==> src/inc/sar_cfg.svh <==
// Purpose: constants of the serial conversion and readout block
// Assumes: 40 MHz system clock
// Notes:   conversion limits are plain defaults, override per part
`ifndef SAR_CFG_SVH
`define SAR_CFG_SVH

`define SAR_RES_BITS      18
`define SAR_BITS_PLAIN    18
`define SAR_BITS_BUSY     19
`define SAR_CLK_PERIOD_NS 25
`define SAR_CONV_MIN_NS   500
`define SAR_CONV_MAX_NS   710
`define SAR_TCNT_BITS     8
`define SAR_BCNT_BITS     5
`define SAR_BUF_DEPTH     2

`endif

==> src/inc/sar_pkg.sv <==
// Purpose: shared types of the serial conversion and readout block
// Assumes: sar_cfg.svh on the include path
// Notes:   constants live in the header, types here
`include "sar_cfg.svh"

package sar_pkg;

  typedef enum logic [3:0] {
    ST_IDLE  = 4'h1,
    ST_CONV  = 4'h2,
    ST_HOLD  = 4'h4,
    ST_SHIFT = 4'h8
  } sar_state_t;

  typedef struct packed {
    logic convert_strobe;
    logic chain_select_in;
    logic sclk;
  } sar_pins_t;

  typedef struct packed {
    logic level;
    logic oe;
  } sar_pin_out_t;

  typedef struct packed {
    sar_state_t                 st;
    sar_pins_t                  s1;
    sar_pins_t                  s2;
    sar_pins_t                  s3;
    logic                       chain;
    logic                       busy;
    logic [`SAR_TCNT_BITS-1:0]  tcnt;
    logic [`SAR_BCNT_BITS-1:0]  bcnt;
    logic [`SAR_RES_BITS-1:0]   sh;
    sar_pin_out_t               pin;
    logic                       acq;
    logic                       start;
  } sar_regs_t;

endpackage

==> src/logic/sar_buf.sv <==
// Purpose: small shift-style fifo between converter core and readout
// Assumes: single clock, head entry always at index 0
// Notes:   all outputs registered
`timescale 1ns/1ps
`default_nettype none
`include "sar_cfg.svh"

module sar_buf #(
  parameter int W     = `SAR_RES_BITS,
  parameter int DEPTH = `SAR_BUF_DEPTH
) (
  // clock and reset
  input  wire logic         clk,
  input  wire logic         resetn,
  input  wire logic         ce,
  // fill side
  input  wire logic         in_valid,
  input  wire logic [W-1:0] in_data,
  output var  logic         in_ready,
  // drain side
  output var  logic         out_valid,
  output var  logic [W-1:0] out_data,
  input  wire logic         out_ready
);

  localparam int CW = $clog2(DEPTH + 1);

  typedef struct packed {
    logic [DEPTH-1:0][W-1:0] mem;
    logic [CW-1:0]           cnt;
    logic                    valid;
    logic                    ready;
  } sar_buf_regs_t;

  sar_buf_regs_t r_q;
  sar_buf_regs_t r_d;

  always_comb begin
    r_d = r_q;
    if (out_ready && r_q.valid) begin
      for (int i = 0; i < DEPTH - 1; i++) begin
        r_d.mem[i] = r_q.mem[i+1];
      end
      r_d.cnt = r_d.cnt - CW'(1);
    end
    if (in_valid && r_q.ready) begin
      r_d.mem[r_d.cnt] = in_data;
      r_d.cnt = r_d.cnt + CW'(1);
    end
    r_d.valid = (r_d.cnt != '0);
    r_d.ready = (r_d.cnt < CW'(DEPTH));
  end

  always_ff @(posedge clk or negedge resetn) begin
    if (!resetn) begin
      r_q       <= '0;
      r_q.ready <= 1'b1;
    end else if (ce) begin
      r_q <= r_d;
    end
  end

  assign in_ready  = r_q.ready;
  assign out_valid = r_q.valid;
  assign out_data  = r_q.mem[0];

endmodule

`default_nettype wire

==> src/logic/sar_readout.sv <==
// Purpose: conversion start, mode pick and serial shift-out of a sar converter
// Assumes: pins and serial clock asynchronous, sampled by clk
// Notes:   result word comes from the converter core over a valid/ready stream
`timescale 1ns/1ps
`default_nettype none
`include "sar_cfg.svh"

module sar_readout #(
  parameter int T_CONV_MIN_NS = `SAR_CONV_MIN_NS,
  parameter int T_CONV_MAX_NS = `SAR_CONV_MAX_NS,
  parameter int BUF_DEPTH     = `SAR_BUF_DEPTH
) (
  // clock and reset
  input  wire logic                     clk,
  input  wire logic                     resetn,
  input  wire logic                     ce,
  // converter pins
  input  wire logic                     convert_strobe,
  input  wire logic                     chain_select_in,
  input  wire logic                     sclk,
  output var  logic                     result_out,
  output var  logic                     result_out_oe,
  // result stream from the converter core
  input  wire logic                     res_valid,
  input  wire logic [`SAR_RES_BITS-1:0] res_data,
  output var  logic                     res_ready,
  // status
  output var  logic                     conv_start,
  output var  logic                     acquiring,
  output var  logic                     chain_mode,
  output var  logic                     busy_armed
);

  localparam int TW = `SAR_TCNT_BITS;
  localparam int BW = `SAR_BCNT_BITS;
  localparam int RB = `SAR_RES_BITS;

  // least time rounds up, longest rounds down, never below one cycle
  localparam int MIN_RAW = (T_CONV_MIN_NS + `SAR_CLK_PERIOD_NS - 1) / `SAR_CLK_PERIOD_NS;
  localparam int MAX_RAW = T_CONV_MAX_NS / `SAR_CLK_PERIOD_NS;
  localparam logic [TW-1:0] CONV_MIN_CYC = TW'((MIN_RAW < 1) ? 1 : MIN_RAW);
  localparam logic [TW-1:0] CONV_MAX_CYC = TW'((MAX_RAW < 1) ? 1 : MAX_RAW);

  localparam logic [BW-1:0] LAST_PLAIN = BW'(`SAR_BITS_PLAIN);
  localparam logic [BW-1:0] LAST_BUSY  = BW'(`SAR_BITS_BUSY);

  sar_pkg::sar_regs_t r_q;
  sar_pkg::sar_regs_t r_d;

  logic          buf_valid;
  logic [RB-1:0] buf_data;
  logic          buf_pop;

  // falls needed to finish a chip-select readout
  function automatic logic [BW-1:0] last_fall(input logic busy);
    last_fall = busy ? LAST_BUSY : LAST_PLAIN;
  endfunction

  sar_buf #(
    .W     (RB),
    .DEPTH (BUF_DEPTH)
  ) u_buf (
    .clk       (clk),
    .resetn    (resetn),
    .ce        (ce),
    .in_valid  (res_valid),
    .in_data   (res_data),
    .in_ready  (res_ready),
    .out_valid (buf_valid),
    .out_data  (buf_data),
    .out_ready (buf_pop)
  );

  logic cnv_hi;
  logic sel_hi;
  logic cnv_rise;
  logic cnv_fall;
  logic sel_rise;
  logic sclk_fall;
  logic conv_done;

  always_comb begin
    cnv_hi    = r_q.s2.convert_strobe;
    sel_hi    = r_q.s2.chain_select_in;
    cnv_rise  = cnv_hi & ~r_q.s3.convert_strobe;
    cnv_fall  = ~cnv_hi & r_q.s3.convert_strobe;
    sel_rise  = sel_hi & ~r_q.s3.chain_select_in;
    sclk_fall = ~r_q.s2.sclk & r_q.s3.sclk;
    conv_done = ((r_q.tcnt >= CONV_MIN_CYC) && buf_valid) || (r_q.tcnt >= CONV_MAX_CYC);
  end

  always_comb begin
    r_d       = r_q;
    buf_pop   = 1'b0;
    r_d.start = 1'b0;
    // two-stage synchroniser, third stage only for edge finding
    r_d.s1.convert_strobe  = convert_strobe;
    r_d.s1.chain_select_in = chain_select_in;
    r_d.s1.sclk            = sclk;
    r_d.s2                 = r_q.s1;
    r_d.s3                 = r_q.s2;

    case (r_q.st)
      sar_pkg::ST_IDLE: begin
        r_d.pin.level = 1'b0;
        r_d.pin.oe    = ~cnv_hi & ~sel_hi;
      end
      sar_pkg::ST_CONV: begin
        r_d.pin.oe = 1'b0;
        r_d.tcnt   = r_q.tcnt + TW'(1);
        if (conv_done) begin
          buf_pop  = buf_valid;
          r_d.sh   = buf_valid ? buf_data : '0;
          r_d.acq  = 1'b1;
          r_d.bcnt = '0;
          r_d.busy = ~r_q.chain & (~cnv_hi | ~sel_hi);
          if (r_q.chain) begin
            r_d.pin.oe    = 1'b1;
            r_d.pin.level = buf_valid ? buf_data[RB-1] : 1'b0;
            r_d.st        = sar_pkg::ST_SHIFT;
          end else if (~cnv_hi | ~sel_hi) begin
            r_d.pin.oe    = 1'b1;
            r_d.pin.level = 1'b0;
            r_d.st        = sar_pkg::ST_SHIFT;
          end else begin
            r_d.st = sar_pkg::ST_HOLD;
          end
        end
      end
      sar_pkg::ST_HOLD: begin
        // three-wire selects by strobe, four-wire by chain input
        if (~cnv_hi | ~sel_hi) begin
          r_d.pin.oe    = 1'b1;
          r_d.pin.level = r_q.sh[RB-1];
          r_d.st        = sar_pkg::ST_SHIFT;
        end
      end
      sar_pkg::ST_SHIFT: begin
        if (r_q.chain ? cnv_fall : sel_rise) begin
          r_d.pin.oe = 1'b0;
          r_d.st     = sar_pkg::ST_IDLE;
        end else if (sclk_fall) begin
          r_d.bcnt = r_q.bcnt + BW'(1);
          if (r_q.busy && r_q.bcnt == '0) begin
            r_d.pin.level = r_q.sh[RB-1];
          end else begin
            r_d.sh        = {r_q.sh[RB-2:0], r_q.chain & sel_hi};
            r_d.pin.level = r_q.sh[RB-2];
          end
          if (!r_q.chain && (r_q.bcnt + BW'(1)) == last_fall(r_q.busy)) begin
            r_d.pin.oe = 1'b0;
            r_d.st     = sar_pkg::ST_IDLE;
          end
        end
      end
      default: begin
        r_d.st     = sar_pkg::ST_IDLE;
        r_d.pin.oe = 1'b0;
      end
    endcase

    // new conversion overrides any readout, which also ends a three-wire read
    if (cnv_rise && r_q.st != sar_pkg::ST_CONV) begin
      r_d.chain  = ~sel_hi;
      r_d.busy   = 1'b0;
      r_d.pin.oe = 1'b0;
      r_d.tcnt   = '0;
      r_d.acq    = 1'b0;
      r_d.start  = 1'b1;
      r_d.st     = sar_pkg::ST_CONV;
    end
  end

  // output stage may meet other drivers; nothing here needs to prevent it
  always_ff @(posedge clk or negedge resetn) begin
    if (!resetn) begin
      r_q     <= '0;
      r_q.st  <= sar_pkg::ST_IDLE;
      r_q.acq <= 1'b1;
    end else if (ce) begin
      r_q <= r_d;
    end
  end

  assign result_out    = r_q.pin.level;
  assign result_out_oe = r_q.pin.oe;
  assign conv_start    = r_q.start;
  assign acquiring     = r_q.acq;
  assign chain_mode    = r_q.chain;
  assign busy_armed    = r_q.busy;

endmodule

`default_nettype wire

==> config.mk <==
export PLATFORM = sky130hd
export DESIGN_NAME = sar_readout
export DESIGN_NICKNAME = d
export VERILOG_FILES = /design/src/inc/sar_pkg.sv /design/src/logic/sar_buf.sv /design/src/logic/sar_readout.sv
export VERILOG_INCLUDE_DIRS = /design/src /design/src/inc
export SDC_FILE = /design/constraint.sdc
export NUM_CORES = 1
export LEC_CHECK = 0
export BUFFER_PORTS_ARGS = -buffer_cell sky130_fd_sc_hd__buf_2
export CORE_AREA = 2 2 95 97
export CTS_CLUSTER_SIZE = 12
export DETAILED_ROUTE_END_ITERATION = 10
export DIE_AREA = 0 0 97 99
export HOLD_SLACK_MARGIN = 0.05
export PLACE_DENSITY = 0.73
export SLEW_MARGIN = 0
export SYNTH_ARGS = -nofsm -noshare
export SYNTH_HDL_FRONTEND = slang
export SYNTH_SLANG_ARGS = --single-unit
==> constraint.sdc <==
create_clock -name clk -period 2.76 [get_ports clk]
set_clock_uncertainty 0.2 [all_clocks]
set_input_delay 0.276 -clock clk [delete_from_list [all_inputs] [get_ports clk]]
set_output_delay 0.276 -clock clk [all_outputs]
set_load 0.005 [all_outputs]
==> flow_summary.yaml, run 1 <==
synthesis:
  synthFlopType: "dfrtp_1"
  synth_sequential_area_ratio: 0.504
  synth.avg_cell_area_um2: 11.3
  synth_edf_count: 0
  synth-seq-cells: 90
  async_reset_ff_frac: 1.00
  syn_area_um2: 4480
  ys_warn_count: 0
  synth_nets: 428
  netlist_instances: 397
  yosysUniqueCellTypes: 59
clock_tree:
  clk_latency_ps: 350
  post_cts_buffers: 0
  clkTransAtPathRegs_ps: 90
  cts_tree: "yes"
  clockBufferDepth: 2
  cts_buffers: 9
  clock-sinks: 90
  htree_levels: 3
  cts-root-buf: "clkbuf_8"
grt:
  grt_pass1_vias: 3322
  global_route.overflow_total: 0
  grt_max_degree: 41
  track_usage: 0.194
  grt_pass1_wl_um: 15500
  antenna_found_initial: 0
worst_setup_path:
  r2r-end: "u_buf.out_data[9]"
  crit_type: "reg2reg"
  slowest_delay_ps: 440
  required_ps: 2800
  crit_slowest_cell: "or3_4"
  r2r_setup_slack_ps: 140
  startpoint_type: "register"
  worst_setup_path_end_kind: "register"
  r2r_cells: 9
  crit-reg2reg-launch: "r_q[34]"
  worstPathArrival_ps: 2660
  crit_chain: "or3_4 -> o211ai_2 -> xnor2_1 -> ha_1 -> nand2_1 -> or3b_1 -> buf_4 -> o22ai_1 -> nor2_1"
  cp_max_fo: 18
floorplanning:
  start_util: 0.524
  die_y_um: 99
  die_w_um: 97
  dieArea_um2: 9600
  core_um2: 8550
  rows: 34
  ios: 32
power:
  ir_drop_uv: 404
  p_leak_nw: 2.40
  power_density_nw_per_um2: 690
  total_power_mw: 3.61
drt:
  ant_nets: 0
  route.detailed.drc: 0
  drt-initial-drc-count: 131
  totalWireLength_um: 8710
  viasPerCell: 5.66
  routedWlPerCell_um: 15.2
  dr.pass1.iters: 4
  via_count: 3245
final_layout:
  final_nets: 491
  area_growth_pct: 17.0
  n_fill_cell: 692
  drive_gt1_frac: 0.277
  multi_input_area_um2: 2080
  final_area_um2: 5240
  antenna_cells: 0
  regArea_um2: 2260
sta:
  worst_pin_slew_ps: 703
  finalCritPeriodShare: 0.949
  period_needed_ps: 2620
  max_freq_mhz: 382
  hold_violations: 0
  hold_ws_ps: 155
  setup_viol: 0
  drv_slew: 0
  relSlewSlack: 0.531
hold_path:
  worstHoldPathCells: 3
  whs_endpoint: "conv_start"
  worstHoldStart: "ce"
  hp-class: "in2reg"
placement:
  place.gp.congestion: 0.872
  dp_hpwl_um: 5910
  place_area_um2: 4800
  io_buffers: 31
status:
  run_status: "finished clean"
flow_run:
  drv_cap: 0
[cell families after synthesis]
family	after synthesis	share of synthesized area
AO/OA/AOI/OAI	89	0.140
AND/OR/NAND/NOR	121	0.147
buffers and inverters	29	0.0355
multiplexers	47	0.127
adder cells (fa/ha/maj)	7	0.0193
XOR/XNOR	14	0.0274
flip-flops	90	0.504
[report_power, final]
group	leakage (nW)	switching (mW)	total, mW	internal, mW
sequential	1.16	0.216	1.86	1.65
combinational	1.14	0.425	0.862	0.436
clock	0.0889	0.469	0.889	0.421
[sequential cells by signal, summed over array words and instances, names as in the netlist]
signal and count:
r_q 38, r_d 4, u_buf.r_q 20, cnv_hi 1, result_out 1, u_buf.out_valid 1
acquiring 1, conv_start 1, busy_armed 1, chain_mode 1, result_out_oe 1, u_buf.out_data 18
u_buf.in_ready 1, sel_hi 1
[area by class of cell]
class                      count  share of cell area
sequential                    90               0.431
multi-input combinational    278               0.397
timing repair buffer          73               0.104
tap                          108              0.0258
clock buffer                  10              0.0244
clock inverter                 6              0.0127
inverter                       8             0.00573
[routing by layer]
metal / wire length (µm) / track usage
met1: 3860 / 0.249
met2: 4390 / 0.329
met3: 297 / 0.0355
met4: 163 / 0.0769
met5: 0 / 0
[critical path, delay by kind of cell (launching register included)]
family                   cells  cell delay (ps)
AND/OR/NAND/NOR              4              950
AO/OA/AOI/OAI                2              370
flip-flops                   1              400
adder cells (fa/ha/maj)      1              230
XOR/XNOR                     1              160
buffers and inverters        1              210
[placed cells by master, fill, tap and decap left out, types with 3 or more instances in the layout]
cell type,netlist,layout
clkinvlp_4,0,3
buf_2,6,30
nor2b_1,9,9
mux2_4,10,10
nand2b_1,4,4
inv_1,8,8
dlygate4sd3_1,0,23
o22ai_1,22,22
nand4_1,6,6
and3b_1,3,3
nand3_1,13,13
nor2_1,51,51
a22o_1,18,18
xor2_1,8,8
dfrtp_1,87,87
xnor2_1,6,6
buf_4,1,19
ha_1,6,6
o21ai_0,15,15
dfstp_2,3,3
a31oi_1,3,3
clkbuf_8,0,9
mux2_2,37,37
nand2_1,16,16
a21oi_1,11,11
[worst max-delay path by stage]
stage,depth (start not counted),slack (ps),start,end
CTS,9,140,r_q[34],u_buf.out_data[9]
global route,8,-10,r_q[48],u_buf.r_q[31]
detailed placement,9,170,r_q[33],u_buf.out_data[12]
floorplan,12,3,r_q[49],u_buf.out_data[10]
finish,9,140,r_q[34],u_buf.out_data[9]
global placement,9,220,r_q[34],u_buf.out_data[17]
[per-stage QoR]
step / setup TNS [ps] / util / std cells / setup slack [ps]
finish: 0 / 0.613 / 573 / 141
global placement: 0 / 0.562 / 534 / 220
detailed placement: 0 / 0.562 / 534 / 170
global route: -12.2 / 0.613 / 573 / -10.3
floorplan: 0 / - / 397 / 2.61
CTS: 0 / 0.611 / 573 / 145
[cells in the mapped netlist, types with 2 or more instances]
cell      instances  share of area
a21oi_1          11          0.012
buf_2             6         0.0067
dfrtp_1          87           0.49
nand2b_1          4         0.0056
nor2b_1           9          0.013
o31ai_1           2         0.0034
xor2_1            8          0.016
dfstp_2           3          0.018
nor2_1           51          0.043
buf_6             3         0.0075
nand4_1           6         0.0084
xnor2_1           6          0.012
nand2_1          16          0.013
and2_1            2         0.0028
a21o_1            2         0.0034
a32o_1            2         0.0045
a31oi_1           3         0.0042
o21ai_0          15          0.017
and3b_1           3         0.0059
mux2_2           37          0.093
ha_1              6          0.017
inv_1             8         0.0067
o22ai_1          22          0.031
nand3b_1          2         0.0034
a22o_1           18          0.035
nand3_1          13          0.015
clkbuf_1          9         0.0075
a211oi_1          2         0.0034
nor4b_4           2          0.011
mux2_4           10          0.034
[timing repair]
action | in CTS | in global routing
endpoints found under the setup margin | 0 | 4
hold buffers | 23 | 0
resized for setup | 0 | 1
endpoints found under the hold margin | 78 | 0
(Power assumes the default switching activity.)
==> run 2: changes to the inputs <==
- CORE_AREA: 2 2 95 97 -> 2 2 94 96
- DIE_AREA: 0 0 97 99 -> 0 0 96 98
- PLACE_DENSITY: 0.73 -> 0.72
- clock period: 2.76 -> 2.74 ns (I/O delays scaled with it)
==> run 2 against run 1 <==
Final area increased by 0.48%; sequential share of layout area decreased by 0.20 points; first-iteration DRC count increased by 36%; clock power increased by 18%; wire length increased by 1.7%; critical endpoint is now u_buf.out_data[1]; largest power group unchanged.
==> flow_summary.yaml, run 2 (synthesis gave the netlist of run 1 again) <==
sta:
  setup_slack_ps: 134
  relSlewSlack: 0.550
  finalCritPeriodShare: 0.951
  rsz0062_at_grt: "no"
  setup_viol: 0
  worst_pin_slew_ps: 675
  hold_violations: 0
  max_freq_mhz: 384
  drv_slew: 0
  hold_ws_ps: 144
  period_needed_ps: 2610
worst_setup_path:
  cp_max_fo: 18
  startpoint_type: "register"
  crit_type: "reg2reg"
  required_ps: 2780
  worst_setup_path_end_kind: "register"
  worstPathArrival_ps: 2650
drt:
  totalWireLength_um: 8860
  routedWlPerCell_um: 15.5
  route.detailed.drc: 0
  via_count: 3259
  dr.pass1.iters: 4
  viasPerCell: 5.70
  drt-initial-drc-count: 178
  ant_nets: 0
final_layout:
  regArea_um2: 2260
  n_fill_cell: 698
  mostFrequentLayoutCell: "dfrtp_1"
  area_growth_pct: 17.6
  regMostFlops: "r_q"
  multi_input_area_um2: 2070
  final_nets: 490
  drive_gt1_frac: 0.278
  layout_common_cells: "dfrtp_1, nor2_1, mux2_2"
  final_cell_count_no_fill: 572
  largest_reg_flops: 38
  antenna_cells: 0
grt:
  top_usage_layer: "met2"
  grt_pass1_wl_um: 15400
  grt_pass1_vias: 3318
  grtUsageMet1: 0.280
  track_usage: 0.208
  met3_usage: 0.0309
  grt_max_degree: 48
  grtUsageMet2: 0.338
  global_route.overflow_total: 0
  antenna_found_initial: 0
clock_tree:
  cts_buffers: 9
  cts_tree: "yes"
  clock-sinks: 90
  clockBufferDepth: 2
  cts-root-buf: "clkbuf_8"
  htree_levels: 3
  clkTransAtPathRegs_ps: 90
  clk_latency_ps: 360
  cts_resized: 0
  cts_hold_buf: 23
  post_cts_buffers: 0
placement:
  dp_cells: 533
  pre_cts_ws_ps: 162
  io_buffers: 31
  place.gp.congestion: 0.854
  dp_hpwl_um: 5900
floorplanning:
  ios: 32
  core_um2: 8470
  dieArea_um2: 9410
  die_w_um: 96
  rows: 34
  start_util: 0.529
  die_y_um: 98
power:
  total_power_mw: 3.79
  p_leak_nw: 2.42
  power_density_nw_per_um2: 721
  ir_drop_uv: 433
hold_path:
  hp-class: "in2reg"
flow_run:
  drv_cap: 0
status:
  run_status: "finished clean"
## run 2: cell type report
cell class                 count  share of cell area
sequential                    90               0.429
timing repair buffer          72               0.102
clock inverter                 5              0.0164
inverter                       8             0.00571
tap                          108              0.0257
multi-input combinational    278               0.393
clock buffer                  11              0.0288
## run 2: worst paths after layout
| kind | slack (ps) | to | cells past startpoint | from |
|---|---|---|---|---|
| worst min register to register | 280 | conv_start | 1 | conv_start |
| max in group asynchronous | 1420 | r_q[12] | 3 | resetn |
| min in group asynchronous | 260 | r_q[29] | 2 | resetn |
| worst max-delay path | 130 | u_buf.out_data[1] | 9 | r_q[33] |
| worst max register to register | 130 | u_buf.out_data[1] | 9 | r_q[33] |
| worst min-delay path | 140 | conv_start | 3 | ce |
## run 2: metrics by stage
| stage | area (µm²) | utilization | setup TNS [ps] |
|---|---|---|---|
| floorplan | 4490 | - | -260 |
| global placement | 4790 | 0.566 | 0 |
| detailed placement | 4790 | 0.566 | 0 |
| CTS | 5260 | 0.622 | 0 |
| global route | 5260 | 0.622 | 0 |
| finish | 5260 | 0.622 | 0 |
## run 2: critical path, cell delays in order (launching register included)
cell and delay, ps:
dfrtp_1 410, or3_4 420, o2111ai_2 250, xor2_1 120, ha_1 230, nand2_1 90, or3b_1 350, buf_4 210
o22ai_1 150, nor2_1 50
## run 2: where the power goes
part	switching, mW	internal [mW]	leakage (nW)
logic	0.422	0.436	1.14
registers	0.227	1.66	1.16
clock network	0.480	0.569	0.120
## run 2: routing by layer
metal | vias up | part of all wire | wire length (µm)
li1 | 1563 | - | -
met1 | 1593 | 0.45 | 3990
met2 | 84 | 0.49 | 4340
met3 | 19 | 0.039 | 349
met4 | 0 | 0.021 | 188
met5 | - | 0 | 0
